## src/common/pimap_defs.vh

```
// Purpose: constants for the digital i/o process image register bank
// Assumes: word-indexed plain register port, 8-bit data
// Notes:   offsets are register indices
`ifndef PIMAP_DEFS_VH
`define PIMAP_DEFS_VH

`define ADDR_W            4
// register offsets
`define REG_IN_LOW        4'h0
`define REG_IN_HIGH       4'h1
`define REG_DISABLE_LOW   4'h2
`define REG_DISABLE_HIGH  4'h3
`define REG_SINGLE_STATUS 4'h4
`define REG_SINGLE_CTRL   4'h5
`define REG_TWO_CTRL      4'h6
`define REG_IRQ_STATUS    4'h7
`define REG_IRQ_MASK      4'h8
`define REG_DIAG          4'h9
`define REG_ANALOG_BYTES  4'hA
// field positions
`define BIT_MANUAL        0
`define BIT_CH1           0
`define BIT_CH2           1
`define IRQ_IN_LOW        0
`define IRQ_IN_HIGH       1
`define IRQ_MANUAL        2
`define IRQ_DIAG          3
// reset values
`define RST_BYTE          8'h00
`define RST_ANALOG        8'h00
// timing: input filter depth in cycles
`define SYNC_STAGES       2

`endif

```

## src/hw/digital_io_process_image_map.v

```verilog
// Purpose: register bank mapping digital i/o channels to process images
// Assumes: 100 MHz clock, synchronous active-high reset, plain reg port
// Notes:   read data appear one cycle after the read strobe only
//
// Contract
// - disable bit 0 keeps input channel on, 1 switches it off
// - sixteen inputs: channels 1-8 low byte, 9-16 high byte
// - each output channel driven by exactly one dedicated image bit
// - diagnostic outputs give one fault bit per channel in input image
// - digital output bytes placed after all analog output data
// - single-channel output uses bit 0, bit 1 unused
// - single-channel module reports manual flag in input bit 0
// - two-channel output: bit 0 channel 1, bit 1 channel 2
//
// Implementation choices: the address map and the strobed register port.
`timescale 1ns/1ps
`include "pimap_defs.vh"
module digital_io_process_image_map (
  input  wire               clock,
  input  wire               reset,
  input  wire [`ADDR_W-1:0] address,
  input  wire [7:0]         writeData,
  input  wire               writeStrobe,
  input  wire               readStrobe,
  output reg  [7:0]         readData,
  input  wire [15:0]        fieldInputs,
  input  wire               manualMode,
  input  wire [1:0]         outputFault,
  output reg                singleOutput,
  output reg  [1:0]         twoOutputs,
  output wire [7:0]         imageOffset,
  output wire               interrupt
);

  // one-hot states of the read pipeline
  localparam ST_IDLE = 2'b01;
  localparam ST_RESP = 2'b10;

  reg  [1:0]  state;
  reg  [1:0]  next_state;
  reg  [7:0]  disableLow;
  reg  [7:0]  disableHigh;
  reg  [7:0]  singleCtrl;
  reg  [7:0]  twoCtrl;
  reg  [7:0]  irqStatus;
  reg  [7:0]  irqMask;
  reg  [7:0]  analogBytes;
  reg  [7:0]  next_readData;
  wire [15:0] syncedInputs;
  wire [15:0] activeInputs;
  wire [1:0]  syncedFault;
  wire [3:0]  events;
  wire        clearIrq;

  // decode shared by write and read paths
  function hit;
    input [`ADDR_W-1:0] a;
    input [`ADDR_W-1:0] r;
    begin
      hit = (a == r);
    end
  endfunction

  input_sync #(.WIDTH(16)) syncIn (
    .clock (clock),
    .reset (reset),
    .din   (fieldInputs),
    .dout  (syncedInputs)
  );

  input_sync #(.WIDTH(2)) syncFault (
    .clock (clock),
    .reset (reset),
    .din   (outputFault),
    .dout  (syncedFault)
  );

  // disabled channels report zero; 1 means off
  assign activeInputs = syncedInputs & ~{disableHigh, disableLow};

  // write path; everything zero after reset so outputs start off
  always @(posedge clock)
  begin
    if (reset)
    begin
      disableLow  <= `RST_BYTE;
      disableHigh <= `RST_BYTE;
      singleCtrl  <= `RST_BYTE;
      twoCtrl     <= `RST_BYTE;
      irqMask     <= `RST_BYTE;
      analogBytes <= `RST_ANALOG;
    end
    else if (writeStrobe)
    begin
      if (hit(address, `REG_DISABLE_LOW))
        disableLow <= writeData;
      if (hit(address, `REG_DISABLE_HIGH))
        disableHigh <= writeData;
      if (hit(address, `REG_SINGLE_CTRL))
        singleCtrl <= writeData;
      if (hit(address, `REG_TWO_CTRL))
        twoCtrl <= writeData;
      if (hit(address, `REG_IRQ_MASK))
        irqMask <= writeData;
      if (hit(address, `REG_ANALOG_BYTES))
        analogBytes <= writeData;
    end
  end

  // each output channel follows exactly one image bit, others ignored
  always @(posedge clock)
  begin
    if (reset)
    begin
      singleOutput <= 1'b0;
      twoOutputs   <= 2'b00;
    end
    else
    begin
      singleOutput  <= singleCtrl[`BIT_CH1];
      twoOutputs[0] <= twoCtrl[`BIT_CH1];
      twoOutputs[1] <= twoCtrl[`BIT_CH2];
    end
  end

  // digital bytes start right after the analog output bytes
  assign imageOffset = analogBytes;

  // change events on the input image feed sticky status bits
  genvar g;
  generate
    for (g = 0; g < 4; g = g + 1)
    begin : evt
      wire [7:0] src;
      if (g == `IRQ_IN_LOW)
        assign src = activeInputs[7:0];
      else if (g == `IRQ_IN_HIGH)
        assign src = activeInputs[15:8];
      else if (g == `IRQ_MANUAL)
        assign src = {7'h00, manualMode};
      else
        assign src = {6'h00, syncedFault};
      edge_flag #(.WIDTH(8)) flagInst (
        .clock (clock),
        .reset (reset),
        .watch (src),
        .clear (clearIrq),
        .flag  (events[g])
      );
    end
  endgenerate

  // status read clears the latched view; edge_flag keeps set-wins
  assign clearIrq = readStrobe & hit(address, `REG_IRQ_STATUS);

  always @(posedge clock)
  begin
    if (reset)
      irqStatus <= 8'h00;
    else
      irqStatus <= {4'h0, events};
  end

  assign interrupt = |(irqStatus & irqMask);

  // read mux; unmapped addresses answer zero
  always @*
  begin
    next_readData = 8'h00;
    case (1'b1)
      hit(address, `REG_IN_LOW):
        next_readData = activeInputs[7:0];
      hit(address, `REG_IN_HIGH):
        next_readData = activeInputs[15:8];
      hit(address, `REG_DISABLE_LOW):
        next_readData = disableLow;
      hit(address, `REG_DISABLE_HIGH):
        next_readData = disableHigh;
      hit(address, `REG_SINGLE_STATUS):
        next_readData = {7'h00, manualMode};
      hit(address, `REG_SINGLE_CTRL):
        next_readData = singleCtrl;
      hit(address, `REG_TWO_CTRL):
        next_readData = twoCtrl;
      hit(address, `REG_IRQ_STATUS):
        next_readData = irqStatus;
      hit(address, `REG_IRQ_MASK):
        next_readData = irqMask;
      hit(address, `REG_DIAG):
        next_readData = {6'h00, syncedFault};
      hit(address, `REG_ANALOG_BYTES):
        next_readData = analogBytes;
      default:
        next_readData = 8'h00;
    endcase
  end

  // read answer pipeline: data valid only in cycle after strobe
  always @*
  begin
    case (state)
      ST_IDLE: next_state = readStrobe ? ST_RESP : ST_IDLE;
      ST_RESP: next_state = readStrobe ? ST_RESP : ST_IDLE;
      default: next_state = ST_IDLE;
    endcase
  end

  always @(posedge clock)
  begin
    if (reset)
    begin
      state    <= ST_IDLE;
      readData <= 8'h00;
    end
    else
    begin
      state    <= next_state;
      readData <= readStrobe ? next_readData : 8'h00;
    end
  end

endmodule

```

## src/hw/edge_flag.v

```verilog
// Purpose: sticky event flag, set on any change of a watched vector
// Assumes: synchronous active-high reset
// Notes:   a set in the clearing cycle wins over the clear
`timescale 1ns/1ps
module edge_flag #(
  parameter WIDTH = 8
) (
  input  wire             clock,
  input  wire             reset,
  input  wire [WIDTH-1:0] watch,
  input  wire             clear,
  output reg              flag
);

  reg [WIDTH-1:0] last;

  // remember previous value and raise flag on change
  always @(posedge clock)
  begin
    if (reset)
    begin
      last <= {WIDTH{1'b0}};
      flag <= 1'b0;
    end
    else
    begin
      last <= watch;
      if (watch != last)
        flag <= 1'b1; // set beats clear so no event is lost
      else if (clear)
        flag <= 1'b0;
    end
  end

endmodule

```

## src/hw/input_sync.v

```verilog
// Purpose: two-stage input register for field inputs
// Assumes: inputs synchronous per settings, staged for timing only
// Notes:   first stage feeds only the second stage
`timescale 1ns/1ps
module input_sync #(
  parameter WIDTH = 16
) (
  input  wire             clock,
  input  wire             reset,
  input  wire [WIDTH-1:0] din,
  output reg  [WIDTH-1:0] dout
);

  reg [WIDTH-1:0] stage;

  // plain two-flop staging
  always @(posedge clock)
  begin
    if (reset)
    begin
      stage <= {WIDTH{1'b0}};
      dout  <= {WIDTH{1'b0}};
    end
    else
    begin
      stage <= din;
      dout  <= stage;
    end
  end

endmodule

```

## config.mk

```make
export PLATFORM = sky130hd
export DESIGN_NAME = digital_io_process_image_map
export DESIGN_NICKNAME = d
export VERILOG_FILES = /design/src/hw/digital_io_process_image_map.v /design/src/hw/edge_flag.v /design/src/hw/input_sync.v
export VERILOG_INCLUDE_DIRS = /design/src /design/src/common
export SDC_FILE = /design/constraint.sdc
export NUM_CORES = 1
export LEC_CHECK = 0
export BUFFER_PORTS_ARGS = -buffer_cell sky130_fd_sc_hd__buf_4
export CAP_MARGIN = 0
export CORE_MARGIN = 8
export CORE_UTILIZATION = 41
export CTS_CLUSTER_SIZE = 14
export DETAILED_ROUTE_END_ITERATION = 8
export HOLD_SLACK_MARGIN = 0.02
export PLACE_DENSITY = 0.56
export SLEW_MARGIN = 20
export SYNTH_ARGS = -nofsm -noshare
export SYNTH_HDL_FRONTEND = slang
export SYNTH_SLANG_ARGS = --single-unit
```

## constraint.sdc

```tcl
create_clock -name clock -period 1.7 [get_ports clock]
set_input_delay 0.17 -clock clock [delete_from_list [all_inputs] [get_ports clock]]
set_output_delay 0.17 -clock clock [all_outputs]
set_load 0.03 [all_outputs]
```

==> run metrics <==
Post-Synthesis Cell Area=4830 µm²; vias in the first global route=3826; MaxCap Viol Count=0; Placed Area=5480 µm²; Post-CTS Resized=0; routability-driven placement congestion ratio=0.826; finished layout cell area=6250 µm²; drt via density=5.12; Crit Path Class=flip-flop to flip-flop; syn_area_per_cell=9.68 µm²; DP Wirelength=8550 µm; number of inserted diodes=0; Seq/Total Area, Yosys=50.6%; Arrival @ worst endpoint=1760 ps; Die X=125 µm; Synth Area in Compound Gates=12.9%; post-synthesis async set-or-reset flop share=0%; DP Cell Count=689; 1st-pass router iterations=6; final hold violations=0; DIE HEIGHT=125 µm; port bufs=54; post-synth top area share=50.6%; clock buffer depth=2; final period utilization=87.2%; wire per inst=16.4 µm; top cell types by occurrence after synthesis=122 x dfxtp_1, 59 x nor2_1, 55 x nor2b_1, 42 x mux2i_1, 28 x a21oi_1; final net count=619; P per Cell Area=1130 nW/µm²; Max FO, Critical Path=3; Clk pin slew, worst setup/hold paths=50 ps; initial antenna violation count=0; worst hold path type=input port to flip-flop; Starting Density=42.1%; crit path time final=1480 ps; Post-synth EDFFs=0; outcome=complete, no violations; post-synthesis register bit count=122; Antenna Violating Nets Remaining=0; top achievable clock speed=0.675 GHz; GRT Util Overall=16.1%; Core Area=11500 µm²; drt drc=0; Setup TNS=0 ps; clk sinks=122; Slew HR=67.8%; CTS buffer count=17; Setup Skew=5.81 ps; largest net degree at the start of global routing=115; P_leak=0.00254 µW; Most used DFF post-synth=dfxtp_1; H-tree levels=4; CP max stage cell=dfxtp_1; I/O pins=55; share of cells above drive strength 1=19.3%; crit path cell chain=nand2b_1, xor2_1, nand4_1, a2111oi_0, a31oi_1; family with the most delay on the worst path=compound AO/OA/AOI/OAI gates; multiplexer area fraction after synthesis=9.40%; WL final=12100 µm; Synth Area in Simple Gates=20.5%; GRT overflow=0; Final Instance Count excl. Fillers=739; vias=3780; Synth Instances=499; Pins Over Slew Limit=0; Synth area leader=dfxtp_1; Synth Net Count=534; Worst-Margin Slew=483 ps; Critical Path Max Stage Delay=350 ps; largest family of logic cells by synthesized area=simple AND/OR/NAND/NOR gates; row count=39; Worst setup EP type=flip-flop; Synth Area in Adders=0%; CTS tree=yes; root buffer cell=clkbuf_16; worst skew pair latency=410 ps; initial DRC count=281; Distinct cells, synth=49; Synth-to-Final Area Change=29.4%; Buf+Inv Stages, Crit Path=0; CP required=1980 ps; RSZ-0062 raised after global routing=no; startpoint types=flip-flop; die area=15500 µm²; Post-Synth XOR/XNOR Area=3.44%; synth top area cells=dfxtp_1 51%, mux2i_1 8.7%, nor2b_1 7.1%, nor2_1 4.6%, a21oi_1 2.9%; global-route wire length before repair=20000 µm; Warnings, synthesis=0; count of final setup violators=0; Worst VDD drop=0.000645 V; cell with the most instances after synthesis=dfxtp_1
==> placed cells by master (no fill, tap or decap), types with 2 or more instances in the layout <==
master / count
bufinv_16: 3
a31oi_1: 3
dfxtp_1: 122
a221o_1: 4
nand4_1: 3
a2111oi_0: 2
mux2i_1: 42
o21ai_0: 14
a21oi_1: 28
clkbuf_1: 4
buf_12: 3
xor2_1: 9
nand4b_1: 2
inv_1: 6
nand2b_1: 15
a22oi_1: 16
a21boi_0: 2
nor3_4: 2
o22ai_1: 7
xnor2_1: 10
buf_4: 73
clkinv_2: 5
nor2_1: 59
nor2b_1: 55
clkbuf_16: 17
nor2_2: 2
nand3_1: 11
dlygate4sd3_1: 19
o221ai_1: 2
a211oi_1: 7
o211ai_1: 3
nor3_1: 6
nand2_1: 19
==> power breakdown <==
group,switching [µW],total (µW),internal (µW)
Combinational,293,541,248
Sequential,39.3,2990,2950
Clock,1210,3530,2320
==> sequential cells by signal, summed over array words and instances (netlist names) <==
register,cells
irqMask,8
irqStatus,4
singleOutput,1
syncIn.dout,16
disableHigh,8
evt.flagInst.flag,4
twoCtrl,8
twoOutputs,2
syncIn.stage,16
syncFault.dout,2
imageOffset,8
evt.flagInst.last,19
disableLow,8
singleCtrl,8
syncFault.stage,2
readData,8
==> metrics by stage <==
stage          hold WS [ps]  utilization, %  setup WS (ps)  total power, µW
3_5_place_dp            385            47.8           34.2             3560
3_3_place_gp            380            47.8           37.5             3550
6_report               63.1            54.5            218             7060
4_1_cts                42.4            54.5            176             7160
2_1_floorplan           298               -            364             3350
5_1_grt                49.3            54.5            114             7320
==> worst reg2reg max path: stages (launching register included) <==
cell	delay [ps]
dfxtp_1	350
nand2b_1	150
xor2_1	240
nand4_1	150
a2111oi_0	320
a31oi_1	130
==> logic make-up (layout without fill, tap and decap cells) <==
family | after synthesis | count (layout)
xor gates and xnor gates | 19 | 19
DFF | 122 | 122
muxes | 44 | 44
buffers and inverters | 35 | 132
AOI/OAI and AO/OA | 95 | 95
and+or+nand+nor | 184 | 184
==> final cells by class <==
class                           instances  area, µm²
Inverter                                6       22.5
Fill cell                            1045       5220
Clock inverter                          9        123
Timing Repair Buffer                   95        798
Multi-Input combinational cell        342       2230
Sequential cell                       122       2440
Tap cell                              143        179
Clock buffer                           22        454
==> repair_timing <==
| action | CTS | global route |
|---|---|---|
| hold buffers | 19 | 0 |
| endpoints found under the hold margin | 19 | 0 |
| setup buffers | 0 | 0 |
==> metal layers <==
layer | part of all wire (%) | routed length (µm) | GRT usage (%)
met5 | 0 | 0 | 0
met4 | 1.3 | 158 | 5.60
met3 | 5.7 | 688 | 5.32
met2 | 46 | 5560 | 24.7
met1 | 47 | 5730 | 20.6
==> worst paths after layout <==
kind	from	to	slack [ps]	cells after the start
worst max-delay path	disableLow[7]	evt[0].flagInst.flag	220	5
worst min-delay path	writeData[3]	irqMask[3]	60	3
worst max register to register	disableLow[7]	evt[0].flagInst.flag	220	5
worst min register to register	syncIn.stage[8]	syncIn.dout[8]	430	1
Note: power is estimated with default switching activity, not from simulation.
